**src/inc/rfc_pkg.sv**
```systemverilog
package rfc_pkg;
  // ==========================================================
  // Register map: printed offsets are indices, byte address is index * 4.
  localparam logic [7:0] AUX_IDX  = 8'h0A;  // Auxiliary receive definition.
  localparam logic [7:0] EMD_IDX  = 8'h05;  // Noise frame suppression config.
  localparam logic [7:0] SST_IDX  = 8'h06;  // Subcarrier start limit.
  localparam logic [7:0] STAT_IDX = 8'h07;  // Read-only block status.

  // ==========================================================
  // Reset values and writable-bit masks.
  localparam logic [7:0] AUX_RST  = 8'h00;
  localparam logic [7:0] EMD_RST  = 8'h00;
  localparam logic [7:0] SST_RST  = 8'h00;
  localparam logic [7:0] AUX_MASK = 8'hBF;  // Bit 6 is reserved.
  localparam logic [7:0] EMD_MASK = 8'hCF;  // Bits 5:4 are reserved.
  localparam logic [7:0] SST_MASK = 8'h1F;  // Bits 7:5 are reserved.

  // ==========================================================
  // Field positions.
  localparam int AUX_CRC_SKIP   = 7;
  localparam int AUX_UID_HI     = 5;
  localparam int AUX_UID_LO     = 4;
  localparam int AUX_PHASE_SH   = 3;
  localparam int AUX_PULSE_SEL  = 2;
  localparam int AUX_FON_HI     = 1;
  localparam int AUX_FON_LO     = 0;
  localparam int EMD_EN         = 7;
  localparam int EMD_START_ERR  = 6;
  localparam int EMD_THLD_HI    = 3;
  localparam int EMD_THLD_LO    = 0;
  localparam int SST_HI         = 4;

  // ==========================================================
  // Encodings.
  localparam logic [3:0] UID_BYTES_4   = 4'h4;
  localparam logic [3:0] UID_BYTES_7   = 4'h7;
  localparam logic [3:0] UID_BYTES_RSV = 4'h0;
  localparam logic [1:0] SCF_CORR      = 2'h1;  // Stream subcarrier code with correlator.
  localparam logic [1:0] SCP_CORR      = 2'h3;  // Stream pulse count code with correlator.

  // ==========================================================
  // Timing: one quarter etu at 106 kb/s is 128/fc/4.
  localparam int CLK_PERIOD_NS   = 100;
  localparam int QUARTER_ETU_NS  = 2360;
  localparam int QUARTER_ETU_CYC = (QUARTER_ETU_NS / CLK_PERIOD_NS < 1) ? 1 : QUARTER_ETU_NS / CLK_PERIOD_NS;

  // Protocol currently framed by the receiver.
  typedef enum logic [2:0] {PROTO_ISO_A, PROTO_ISO_B, PROTO_NFC_F, PROTO_T1T, PROTO_STREAM} rfc_proto_t;
  // Receiver path selected.
  typedef enum logic [1:0] {RX_NONE, RX_CORRELATOR, RX_PULSE, RX_PULSE_COHERENT} rfc_rx_sel_t;
  // Subcarrier start timer states.
  typedef enum logic {SST_IDLE, SST_TIMING} rfc_sst_state_t;
endpackage

```
**src/inc/rfc_sst_if.sv**
```systemverilog
`timescale 1ns/1ps
// Signals between the register bank and the subcarrier start timer.
interface rfc_sst_if;
  logic       iso_b_106;       // ISO-B 106 kb/s framing active.
  logic       mask_receive_timer_expired;  // Mask receive timer expiry pulse.
  logic       subcarrier_det;  // Subcarrier detected pulse.
  logic [4:0] limit;           // Limit in quarter etu.
  logic       emd_en;          // Noise frame suppression on.
  logic       soft_err;        // Early subcarrier, soft error pulse.
  logic       restart;         // Early subcarrier, suppressed frame pulse.
  logic       window_open;     // Timer is measuring.
  modport ctrl  (output iso_b_106, mask_receive_timer_expired, subcarrier_det, limit, emd_en,
                 input soft_err, restart, window_open);
  modport timer (input iso_b_106, mask_receive_timer_expired, subcarrier_det, limit, emd_en,
                 output soft_err, restart, window_open);
endinterface

```
**src/hw/rfc_sst_timer.sv**
```systemverilog
`timescale 1ns/1ps
// Measures time from mask receive timer expiry to subcarrier detection.
module rfc_sst_timer
  import rfc_pkg::*;
(
  input wire logic clk,
  input wire logic reset,
  rfc_sst_if.timer sst
);
  import rfc_pkg::*;

  rfc_sst_state_t state;  // Timer state.
  logic [7:0]     div;    // Quarter etu divider.
  logic [4:0]     count;  // Elapsed quarter etu.
  logic           tick;   // Quarter etu enable.
  logic           early;  // Subcarrier came before the limit.

  assign tick  = (div == 8'(QUARTER_ETU_CYC - 1));
  assign early = (state == SST_TIMING) && sst.subcarrier_det && (count < sst.limit);

  // ==========================================================
  // State and counters; the divider runs only while timing to save power.
  always_ff @(posedge clk or posedge reset) begin
    if (reset) begin
      state <= SST_IDLE;
      div   <= 8'h00;
      count <= 5'h00;
    end else begin
      unique case (state)
        SST_IDLE: begin
          // A zero limit can never be undercut, so no window opens.
          if (sst.mask_receive_timer_expired && sst.iso_b_106 && sst.limit != 5'h00) begin
            state <= SST_TIMING;
            div   <= 8'h00;
            count <= 5'h00;
          end
        end
        SST_TIMING: begin
          div <= tick ? 8'h00 : div + 8'h01;
          if (tick) begin
            count <= count + 5'h01;
          end
          // Close on detection, on reaching the limit, or when the protocol leaves.
          if (sst.subcarrier_det || !sst.iso_b_106 || (tick && count + 5'h01 >= sst.limit)) begin
            state <= SST_IDLE;
          end
        end
      endcase
    end
  end

  // ==========================================================
  // Event outputs; suppression turns a soft error into a restart.
  always_ff @(posedge clk or posedge reset) begin
    if (reset) begin
      sst.soft_err    <= 1'b0;
      sst.restart     <= 1'b0;
      sst.window_open <= 1'b0;
    end else begin
      sst.soft_err    <= early && !sst.emd_en;
      sst.restart     <= early && sst.emd_en;
      sst.window_open <= (state == SST_TIMING);
    end
  end

  early_soft_a: assert property (@(posedge clk) disable iff (reset)
    early && !sst.emd_en |=> sst.soft_err && !sst.restart)
    else $error("early subcarrier did not raise soft error");
  early_restart_a: assert property (@(posedge clk) disable iff (reset)
    early && sst.emd_en |=> sst.restart && !sst.soft_err)
    else $error("early subcarrier did not raise restart");
endmodule

```
**src/hw/rfc_rx_framing.sv**
```systemverilog
`timescale 1ns/1ps
//
// Functional notes
// - CRC skip bit clear checks every frame except REQA/WUPA answers and anticollision.
// - REQA, WUPA, anticollision always receive without CRC.
// - UID size: 00 four, 01 seven, 1x reserved.
// - Phase shift bit picks 0 or 90 degrees.
// - Pulse select 0 uses correlator reception.
// - Pulse select 1 uses pulse or coherent.
// - Suppression enable bit turns suppression on.
// - ISO-A 106k start needs clean first bits.
// - Short erroneous frames are suppressed as noise.
// - Start limit counts quarter etu, to 7.75.
// - Early subcarrier after mask timer: soft error.
//
module rfc_rx_framing
  import rfc_pkg::*;
(
  input  wire logic               clk,
  input  wire logic               reset,
  input  wire logic               hsel,
  input  wire logic [31:0]        haddr,
  input  wire logic [1:0]         htrans,
  input  wire logic               hwrite,
  input  wire logic [2:0]         hsize,
  input  wire logic [31:0]        hwdata,
  input  wire logic               hready,
  output      logic               hreadyout,
  output      logic               hresp,
  output      logic [31:0]        hrdata,
  input  wire rfc_pkg::rfc_proto_t proto,
  input  wire logic [1:0]         stream_scf,
  input  wire logic [1:0]         stream_scp,
  input  wire logic               iso_a_106,
  input  wire logic               iso_b_106,
  input  wire logic               tx_reqa_wupa,
  input  wire logic               anticoll_active,
  input  wire logic               frame_done,
  input  wire logic [7:0]         frame_len,
  input  wire logic               frame_err,
  input  wire logic               crc_ok,
  input  wire logic               first_bits_done,
  input  wire logic               first_bits_err,
  input  wire logic               mask_receive_timer_expired,
  input  wire logic               subcarrier_det,
  output      logic               crc_check_en,
  output      logic [3:0]         uid_bytes,
  output      logic               phase_clock_shift,
  output      rfc_pkg::rfc_rx_sel_t rx_select,
  output      logic [1:0]         field_on_count,
  output      logic               frame_accept,
  output      logic               frame_suppress,
  output      logic               rx_error,
  output      logic               rx_start_irq,
  output      logic               soft_error_irq,
  output      logic               restart_irq
);
  import rfc_pkg::*;

  // ==========================================================
  // Declarations.
  logic [7:0]  auxiliary_rx_definition;         // Receive options.
  logic [7:0]  noise_frame_suppression_config;  // Suppression setup.
  logic [7:0]  subcarrier_start_limit;          // Start limit.
  logic        dphase;                          // Data phase pending.
  logic        dwrite;                          // Pending transfer writes.
  logic [7:0]  didx;                            // Pending register index.
  logic        dword;                           // Pending transfer is a word.
  logic        addr_ok;                         // Address phase accepted.
  logic        wr_en;                           // Write commits this cycle.
  logic [7:0]  rd_mux;                          // Read data selected.
  logic        auto_crc_skip;                   // REQA or WUPA frame pending.
  logic        last_suppressed;                 // Last frame was noise.
  logic        next_crc_check;                  // CRC check for the next frame.
  logic        suppress_now;                    // Frame qualifies as noise.
  rfc_rx_sel_t next_rx_select;                  // Receiver path decode.
  rfc_sst_if   sst ();                          // Start timer link.

  // ==========================================================
  // Bus slave: one wait state, so a word write always lands before any later read.
  assign addr_ok = hsel && htrans[1] && hready;
  assign wr_en   = dphase && dwrite && dword;

  always_ff @(posedge clk or posedge reset) begin
    if (reset) begin
      dphase    <= 1'b0;
      dwrite    <= 1'b0;
      didx      <= 8'h00;
      dword     <= 1'b0;
      hreadyout <= 1'b1;
    end else if (addr_ok) begin
      // Address phase: remember it and stall for one cycle.
      dphase    <= 1'b1;
      dwrite    <= hwrite;
      didx      <= haddr[9:2];
      dword     <= (hsize == 3'h2);
      hreadyout <= 1'b0;
    end else if (dphase) begin
      // Data phase completes at the next edge.
      dphase    <= 1'b0;
      hreadyout <= 1'b1;
    end
  end

  // The response is always OKAY; held in a flop so the port is registered.
  always_ff @(posedge clk or posedge reset) begin
    if (reset) begin
      hresp <= 1'b0;
    end else begin
      hresp <= 1'b0;
    end
  end

  // ==========================================================
  // Read multiplexer; reserved bits and unmapped words read zero.
  always_comb begin
    rd_mux = 8'h00;
    if (didx == AUX_IDX) begin
      rd_mux = auxiliary_rx_definition & AUX_MASK;
    end else if (didx == EMD_IDX) begin
      rd_mux = noise_frame_suppression_config & EMD_MASK;
    end else if (didx == SST_IDX) begin
      rd_mux = subcarrier_start_limit & SST_MASK;
    end else if (didx == STAT_IDX) begin
      rd_mux = {5'h00, last_suppressed, auto_crc_skip, sst.window_open};
    end
  end

  always_ff @(posedge clk or posedge reset) begin
    if (reset) begin
      hrdata <= 32'h0000_0000;
    end else if (dphase && !dwrite) begin
      hrdata <= {24'h00_0000, rd_mux};
    end
  end

  // ==========================================================
  // Register writes; reserved bits are masked so they never store.
  always_ff @(posedge clk or posedge reset) begin
    if (reset) begin
      auxiliary_rx_definition        <= AUX_RST;
      noise_frame_suppression_config <= EMD_RST;
      subcarrier_start_limit         <= SST_RST;
    end else if (wr_en) begin
      if (didx == AUX_IDX) begin
        auxiliary_rx_definition <= hwdata[7:0] & AUX_MASK;
      end
      if (didx == EMD_IDX) begin
        noise_frame_suppression_config <= hwdata[7:0] & EMD_MASK;
      end
      if (didx == SST_IDX) begin
        subcarrier_start_limit <= hwdata[7:0] & SST_MASK;
      end
    end
  end

  // ==========================================================
  // REQA or WUPA sent: the answer comes without CRC. The flag lasts until
  // the frame ends; a new command in that same cycle wins over the clear.
  always_ff @(posedge clk or posedge reset) begin
    if (reset) begin
      auto_crc_skip <= 1'b0;
    end else if (tx_reqa_wupa) begin
      auto_crc_skip <= 1'b1;
    end else if (frame_done) begin
      auto_crc_skip <= 1'b0;
    end
  end

  assign next_crc_check = !auxiliary_rx_definition[AUX_CRC_SKIP]
                          && !auto_crc_skip && !tx_reqa_wupa && !anticoll_active;

  // ==========================================================
  // Decodes of the auxiliary register, CRC check also gated by REQA/WUPA and anticollision, registered for clean outputs.
  always_ff @(posedge clk or posedge reset) begin
    if (reset) begin
      crc_check_en      <= 1'b1;
      uid_bytes         <= UID_BYTES_4;
      phase_clock_shift <= 1'b0;
      field_on_count    <= 2'h0;
    end else begin
      crc_check_en <= next_crc_check;
      // Upper bit set is reserved and reports no valid size.
      if (auxiliary_rx_definition[AUX_UID_HI]) begin
        uid_bytes <= UID_BYTES_RSV;
      end else if (auxiliary_rx_definition[AUX_UID_LO]) begin
        uid_bytes <= UID_BYTES_7;
      end else begin
        uid_bytes <= UID_BYTES_4;
      end
      // Same select drives phase measurement and PM demodulation.
      phase_clock_shift <= auxiliary_rx_definition[AUX_PHASE_SH];
      // The field-on commands sample this value when issued.
      field_on_count <= auxiliary_rx_definition[AUX_FON_HI:AUX_FON_LO];
    end
  end

  // ==========================================================
  // Receiver path. Modes that cannot use a setting report RX_NONE so the
  // front end stays quiet rather than guessing.
  always_comb begin
    next_rx_select = RX_NONE;
    if (!auxiliary_rx_definition[AUX_PULSE_SEL]) begin
      unique case (proto)
        PROTO_ISO_A, PROTO_ISO_B, PROTO_NFC_F, PROTO_T1T: begin
          next_rx_select = RX_CORRELATOR;
        end
        PROTO_STREAM: begin
          if (stream_scf == SCF_CORR && stream_scp == SCP_CORR) begin
            next_rx_select = RX_CORRELATOR;
          end
        end
        default: begin
          next_rx_select = RX_NONE;
        end
      endcase
    end else begin
      unique case (proto)
        PROTO_ISO_B: begin
          next_rx_select = RX_PULSE_COHERENT;
        end
        PROTO_NFC_F, PROTO_STREAM: begin
          next_rx_select = RX_PULSE;
        end
        default: begin
          next_rx_select = RX_NONE;
        end
      endcase
    end
  end

  always_ff @(posedge clk or posedge reset) begin
    if (reset) begin
      rx_select <= RX_NONE;
    end else begin
      rx_select <= next_rx_select;
    end
  end

  // ==========================================================
  // End of frame: short frames with errors are dropped as disturbance.
  assign suppress_now = noise_frame_suppression_config[EMD_EN] && frame_err
                        && (frame_len < {4'h0, noise_frame_suppression_config[EMD_THLD_HI:EMD_THLD_LO]});

  always_ff @(posedge clk or posedge reset) begin
    if (reset) begin
      frame_accept    <= 1'b0;
      frame_suppress  <= 1'b0;
      rx_error        <= 1'b0;
      last_suppressed <= 1'b0;
    end else begin
      frame_accept   <= 1'b0;
      frame_suppress <= 1'b0;
      rx_error       <= 1'b0;
      if (frame_done) begin
        if (suppress_now) begin
          frame_suppress  <= 1'b1;
          last_suppressed <= 1'b1;
        end else begin
          last_suppressed <= sst.restart;
          // A skipped CRC check leaves only framing errors to report.
          if (frame_err || (crc_check_en && !crc_ok)) begin
            rx_error <= 1'b1;
          end else begin
            frame_accept <= 1'b1;
          end
        end
      end else if (sst.restart) begin
        last_suppressed <= 1'b1;
      end
    end
  end

  // ==========================================================
  // Reception start for ISO-A 106k depends on the first bits; other modes
  // start unconditionally.
  always_ff @(posedge clk or posedge reset) begin
    if (reset) begin
      rx_start_irq <= 1'b0;
    end else begin
      rx_start_irq <= first_bits_done
                      && (!iso_a_106 || !first_bits_err
                          || noise_frame_suppression_config[EMD_START_ERR]);
    end
  end

  // ==========================================================
  // Subcarrier start timer.
  assign sst.iso_b_106      = iso_b_106;
  assign sst.mask_receive_timer_expired = mask_receive_timer_expired;
  assign sst.subcarrier_det = subcarrier_det;
  assign sst.limit          = subcarrier_start_limit[SST_HI:0];
  assign sst.emd_en         = noise_frame_suppression_config[EMD_EN];
  assign soft_error_irq     = sst.soft_err;
  assign restart_irq        = sst.restart;

  rfc_sst_timer u_sst (
    .clk   (clk),
    .reset (reset),
    .sst   (sst.timer)
  );

  // ==========================================================
  // Checks.
  crc_skip_a: assert property (@(posedge clk) disable iff (reset)
    auxiliary_rx_definition[AUX_CRC_SKIP] |=> !crc_check_en)
    else $error("CRC check active while skip bit set");
  reqa_skip_a: assert property (@(posedge clk) disable iff (reset)
    tx_reqa_wupa |=> !crc_check_en ##1 !crc_check_en)
    else $error("CRC checked after REQA or WUPA");
  uid_size_a: assert property (@(posedge clk) disable iff (reset)
    auxiliary_rx_definition[5:4] == 2'h1 |=> uid_bytes == UID_BYTES_7)
    else $error("UID size decode wrong");
  phase_sel_a: assert property (@(posedge clk) disable iff (reset)
    1'b1 |=> phase_clock_shift == $past(auxiliary_rx_definition[AUX_PHASE_SH]))
    else $error("phase clock select not following register");
  corr_iso_a_a: assert property (@(posedge clk) disable iff (reset)
    !auxiliary_rx_definition[AUX_PULSE_SEL] && proto == PROTO_ISO_A |=> rx_select == RX_CORRELATOR)
    else $error("ISO-A not on correlator");
  pulse_iso_b_a: assert property (@(posedge clk) disable iff (reset)
    auxiliary_rx_definition[AUX_PULSE_SEL] && proto == PROTO_ISO_B |=> rx_select == RX_PULSE_COHERENT)
    else $error("ISO-B not on coherent pulse receiver");
  emd_off_a: assert property (@(posedge clk) disable iff (reset)
    !noise_frame_suppression_config[EMD_EN] |=> !frame_suppress)
    else $error("frame suppressed with suppression off");
  short_frame_a: assert property (@(posedge clk) disable iff (reset)
    frame_done && suppress_now |=> frame_suppress && !frame_accept && !rx_error)
    else $error("short erroneous frame not suppressed");
  start_err_a: assert property (@(posedge clk) disable iff (reset)
    first_bits_done && iso_a_106 && first_bits_err && !noise_frame_suppression_config[EMD_START_ERR]
    |=> !rx_start_irq)
    else $error("reception start despite errors in first bits");
  reserved_a: assert property (@(posedge clk) disable iff (reset)
    subcarrier_start_limit[7:5] == 3'h0 && auxiliary_rx_definition[6] == 1'b0
    && noise_frame_suppression_config[5:4] == 2'h0)
    else $error("reserved bit stored");
endmodule

```
**config.mk**
```make
export PLATFORM = sky130hd
export DESIGN_NAME = rfc_rx_framing
export DESIGN_NICKNAME = d
export VERILOG_FILES = /design/src/inc/rfc_pkg.sv /design/src/inc/rfc_sst_if.sv /design/src/hw/rfc_sst_timer.sv /design/src/hw/rfc_rx_framing.sv
export SDC_FILE = /design/constraint.sdc
export NUM_CORES = 1
export LEC_CHECK = 0
export ABC_AREA = 1
export CAP_MARGIN = 20
export CORE_MARGIN = 2
export CORE_UTILIZATION = 42
export DETAILED_ROUTE_END_ITERATION = 12
export DONT_BUFFER_PORTS = 1
export HOLD_SLACK_MARGIN = 0.02
export PLACE_DENSITY = 0.67
export SLEW_MARGIN = 20
export SYNTH_ARGS = -nofsm -noshare
export SYNTH_HDL_FRONTEND = slang
export SYNTH_SLANG_ARGS = --single-unit
export TNS_END_PERCENT = 100
```
**constraint.sdc**
```tcl
create_clock -name clk -period 2 [get_ports clk]
set_input_delay 0.4 -clock clk [delete_from_list [all_inputs] [get_ports clk]]
set_output_delay 0.4 -clock clk [all_outputs]
set_load 0.1 [all_outputs]
```
=== Word-level counts from Yosys, hierarchy flattened ===
Cells that the tools add are included.

* Output and inout bits: 50
* Bits of input ports: 100
* Register bits after elaboration: 71
* Word-level logic and storage cells: 127

* Muxes and demuxes: 35
* $lt $le $gt $ge: 3
* Add/subtract/negate cells: 2
* Equality and inequality tests: 14
* Reductions and logical operators: 46
* Bitwise logic cells: 1

{| class="wikitable"
|+ Operator list
! kind !! number
|-
| 8-bit two-way mux || 4
|-
| 8-bit by 3-bit == test with 1-bit output, second input constant || 3
|-
| 1-bit logical AND || 20
|-
| 1-bit two-way mux || 19
|-
| 8-bit case mux with 2 select lines || 1
|-
| 5-bit two-way mux || 3
|-
| 1-bit zero test || 10
|-
| 5-bit case mux with 2 select lines || 1
|-
| 3-bit by 2-bit == test with 1-bit output, second input constant || 3
|-
| 8-bit by 1-bit adder with 8-bit output, second input constant || 1
|-
| 8-bit by 4-bit == test with 1-bit output, second input constant || 1
|-
| 8-bit by 5-bit == test with 1-bit output, second input constant || 1
|-
| 8-bit by 4-bit < comparator with 1-bit output || 1
|-
| 2-bit AND reduction || 4
|-
| 3-bit two-way mux || 2
|-
| 2-bit nonzero test || 3
|-
| 5-bit by 1-bit adder with 5-bit output, second input constant || 1
|-
| 5-bit greater-or-equal comparator || 1
|-
| 1-bit logical OR || 5
|-
| 5-bit < comparator || 1
|-
| 5-bit nonzero test || 1
|-
| 2-bit two-way mux || 2
|-
| 1-bit case mux with 2 select lines || 2
|-
| 2-bit case mux with 2 select lines || 1
|-
| 10 further kinds || 10
|}

=== Logic depth before layout (Yosys ltp) ===
* Depth after elaboration: 6
* Depth in mapped cells: 10
* Gate-level depth less buffers: 10

=== Modules after synthesis ===
From an unflattened synthesis, not the netlist that was laid out.

* Cells, all modules: 448
* Area, all modules: 3691.0 µm²

{| class="wikitable"
|+ Modules (own cells, without submodules)
! module !! area each (µm²) !! cells an instance !! times used !! seq. area each (µm²)
|-
| rfc_rx_framing || 2566.2 || 304 || 1 || 1305.0
|-
| rfc_sst_timer || 1124.8 || 144 || 1 || 425.4
|}

=== Least setup slack after synthesis ===
No wires, ideal clock.

* Path type: reg-to-output
* From: reg uid_bytes[1]
* To: out uid_bytes[1]
* Required time: 1.600 ns
* Path buffers: 1
* Stages on the path, launching flop included: 2
* Data arrival time: 1.324 ns
* Setup slack: 0.276 ns
* Path through: dfrtp_1 buf_4

{| class="wikitable"
|+ RTL lines
! item !! line !! source
|-
| start, declared || rfc_rx_framing.sv:47 || <nowiki>output logic [3:0] uid_bytes,</nowiki>
|-
| start signal, assigned || rfc_rx_framing.sv:178 || <nowiki>uid_bytes <= UID_BYTES_4;</nowiki>
|-
| start signal, assigned || rfc_rx_framing.sv:185 || <nowiki>uid_bytes <= UID_BYTES_RSV;</nowiki>
|-
| start signal, assigned || rfc_rx_framing.sv:187 || <nowiki>uid_bytes <= UID_BYTES_7;</nowiki>
|}

No word-level cell between the ends.

=== Worst setup path after layout ===
* From: reg u_sst.count[0]
* To: reg u_sst.state

* Cells in the longest elaborated chain, start to end: 6

{| class="wikitable"
|+ RTL lines
! item !! line !! source
|-
| start, declared || rfc_sst_timer.sv:14 || <nowiki>logic [4:0] count;</nowiki>
|-
| start signal, assigned || rfc_sst_timer.sv:41 || <nowiki>count <= count + 5'h01;</nowiki>
|-
| 5-bit by 1-bit adder with 5-bit output || rfc_sst_timer.sv:44 || <nowiki>if (sst.subcarrier_det || !sst.iso_b_106 || (tick && count + 5'h01 >= sst.limit)) begin</nowiki>
|-
| 5-bit greater-or-equal comparator || rfc_sst_timer.sv:44 ||
|-
| 1-bit logical AND || rfc_sst_timer.sv:44 ||
|-
| 1-bit logical OR || rfc_sst_timer.sv:44 ||
|-
| 1-bit two-way mux || rfc_sst_timer.sv:44 ||
|-
| 1-bit case mux with 2 select lines || rfc_sst_timer.sv:29 || <nowiki>unique case (state)</nowiki>
|-
| end signal, assigned || rfc_sst_timer.sv:25 || <nowiki>state <= SST_IDLE;</nowiki>
|-
| end signal, assigned || rfc_sst_timer.sv:33 || <nowiki>state <= SST_TIMING;</nowiki>
|-
| end signal, assigned || rfc_sst_timer.sv:45 || <nowiki>state <= SST_IDLE;</nowiki>
|-
| end, declared || rfc_sst_timer.sv:12 || <nowiki>rfc_sst_state_t state;</nowiki>
|}

No other way between the ends.
A chain may end at the register's enable or synchronous reset.

==> out/metrics.yaml <==
vias_per_cell: 4.86
yosysSeqAreaShare_pct: 47.6
wl_per_cell_um: 12.6
drv_slew: 0
multi_input_area_um2: 1530
hold_ws_ps: 87.0
antenna_found_initial: 0
fin_skew_ps: 9.67
grt_pass1_vias: 2643
ys_types: 38
htree_levels: 3
worst_slew_pin_slew_ps: 910
fillers: 788
ys_seq_elements: 69
ant_nets: 0
period_minus_slack_ps: 1780
p_seq_share_pct: 45.3
clockBufferDepth: 2
die_y_um: 97.1
ioPinCount: 150
internal_power_w: 0.00242
rows: 33
holdPathEnd: "crc_check_en"
end_kind: "flip-flop"
dp.cells: 554
relSlewSlack_pct: 39.3
period_share_pct: 89.1
clock_sinks: 69
path_max_fanout: 5
cts_resized: 0
synth_area_leaders: "dfrtp_1, nand2_1, inv_1"
grt.overflow.total: 0
rr_worst_depth: 8
clock_power_share_pct: 32.9
avgSynthCellArea_um2: 8.40
firstDrtPassIters: 4
cts_buffers: 9
fp.coreArea_um2: 8300
insertion_delay_ps: 350
cp-start-kind: "flip-flop"
final_nets: 577
comb_power_share_pct: 21.8
p_per_area_nw_per_um2: 935
switching_share_pct: 35.9
routabilityCongestion: 0.834
grt_max_degree: 30
die_w_um: 97.1
p_sw_w: 0.00135
clkTransAtPathRegs_ps: 70
hold_class: "input port to flip-flop"
hold_viol_final: 0
post-route-util_pct: 48.7
port-buffer-count: 0
final-seq-area_um2: 1730
synth-edff-count: 0
cts_tree: "done"
area_delta_synth_final_pct: 11.0
synthArstFlopShare_pct: 100
start_util_pct: 43.8
critPathRequiredTime_ps: 2270
r2r_slack_ps: 220
drive_gt1_share_pct: 13.9
groute.usage.overall_pct: 16.1
hold_path_depth: 1
post_cts_buffers: 0
grt_pass1_wl_mm: 12.3
leakage_nw: 2.22
synthCells: 433
drc: 0
setup_tns_ps: 0
final-instance-count-excl-fill: 571
r2r_start: "u_sst.count[0]"
yosysTopAreaCellShare_pct: 45.4
root_buffer: "clkbuf_8"
drv_cap: 0
yosysWarnings: 0
rsz0062_at_grt: "false"
crit_start: "u_sst.count[0]"
drt-total-wl_mm: 7.19
setup_viol_count_final: 0
r2r-end: "u_sst.state"
diodes: 0
hold_start: "anticoll_active"
fin_area_um2: 4040
ir_drop_uv: 560
syn_area_um2: 3640
ctsHoldBuffers: 1
setup.worst_path.class: "flip-flop to flip-flop"
synthFlopType: "dfrtp_1"
dieArea_um2: 9420
max_freq_mhz: 561
num_vias: 2775
place_hpwl_mm: 5.66
worstPathArrival_ps: 2060
drt_first_iter_violations: 158
placed_area_um2: 3810
yosysTopAreaCell: "dfrtp_1"
run_status: "completed"
synthesized netlist by cell type, types with 3 or more instances:
cell,count
a21oi_1,9
buf_4,27
dfrtp_1,66
dfstp_2,3
ha_1,16
inv_1,61
nand2_1,102
nand2_2,3
nand3_1,30
nand4_1,9
nor2_1,30
nor2_4,3
o21ai_0,27
o21ai_1,6
o21ai_2,6
flip-flops by register name, indices dropped and copies added, names as in the netlist, 2 cells and up:
| signal | count |
|---|---|
| auxiliary_rx_definition | 7 |
| didx | 8 |
| field_on_count | 2 |
| hrdata | 8 |
| noise_frame_suppression_config | 6 |
| rx_select | 2 |
| subcarrier_start_limit | 5 |
| u_sst.count | 5 |
| u_sst.div | 8 |
| uid_bytes | 2 |
logic make-up after synthesis:
group           after synthesis  synth area share, %
compound gates               60                 9.63
xor+xnor                      3                0.723
fa+ha+maj                    16                 5.50
buf+inv                      95                 13.1
flops                        69                 47.6
other cells                   1                0.103
simple gates                189                 23.4
power by group through the flow:
stage / sequential (W) / clock (W) / combinational [W]
finish: 0.00171 / 0.00124 / 0.000823
global placement: 0.00173 / 0 / 0.000809
detailed placement: 0.00174 / 0 / 0.000827
floorplan: 0.00185 / 0 / 0.000591
global route: 0.00173 / 0.00134 / 0.000900
CTS: 0.00171 / 0.00128 / 0.000830
worst max-delay path by stage:
stage	endpoint	slack, ps	depth (start not counted)
after detailed placement	u_sst.state	230	8
final	u_sst.state	220	8
after global routing	u_sst.state	2	8
after CTS	u_sst.state	220	8
after floorplan	uid_bytes[1]	280	1
after global placement	u_sst.state	240	8
stage by stage:
step	power [W]	setup WS [ps]
after floorplan	0.00244	276
final	0.00377	217
after CTS	0.00382	215
after global placement	0.00254	243
after detailed placement	0.00257	228
after global routing	0.00397	1.51
critical path, stage by stage, from the launching register on:
cell and delay [ps]:
dfrtp_1 410, ha_1 200, nand3_1 110, xnor2_1 220
ha_1 300, a21oi_1 150, o21a_1 130, nand3_1 70
a21oi_1 120
layout by cell type, fill, tap and decap left out, types with 6 or more instances in the layout:
cell        n
inv_1      60
nand2_1   102
o21ai_2     6
conb_1     26
dfrtp_1    65
a21oi_1     9
buf_4      21
nor2_1     30
nand4_1     9
nand3_1    30
ha_1       16
o21ai_1     6
o21ai_0    27
clkbuf_8   10
area by class of cell:
| type | instances | area share [%] |
|---|---|---|
| flip-flops and latches | 69 | 42.9 |
| multi-input cells | 294 | 37.8 |
| inverters | 64 | 6.07 |
| repair buffers | 23 | 4.65 |
| clock buffers | 11 | 3.50 |
| well taps | 105 | 3.25 |
| clock inverters | 5 | 1.86 |
metal layers:
metal	part of all wire (%)	global-route usage (%)	up-vias
li1	-	-	1382
met1	44	20.5	1300
met5	0	0	-
met3	6.6	4.89	10
met2	48	25.9	83
met4	1.4	6.39	0
No activity file was read; power rests on OpenSTA's default activity.
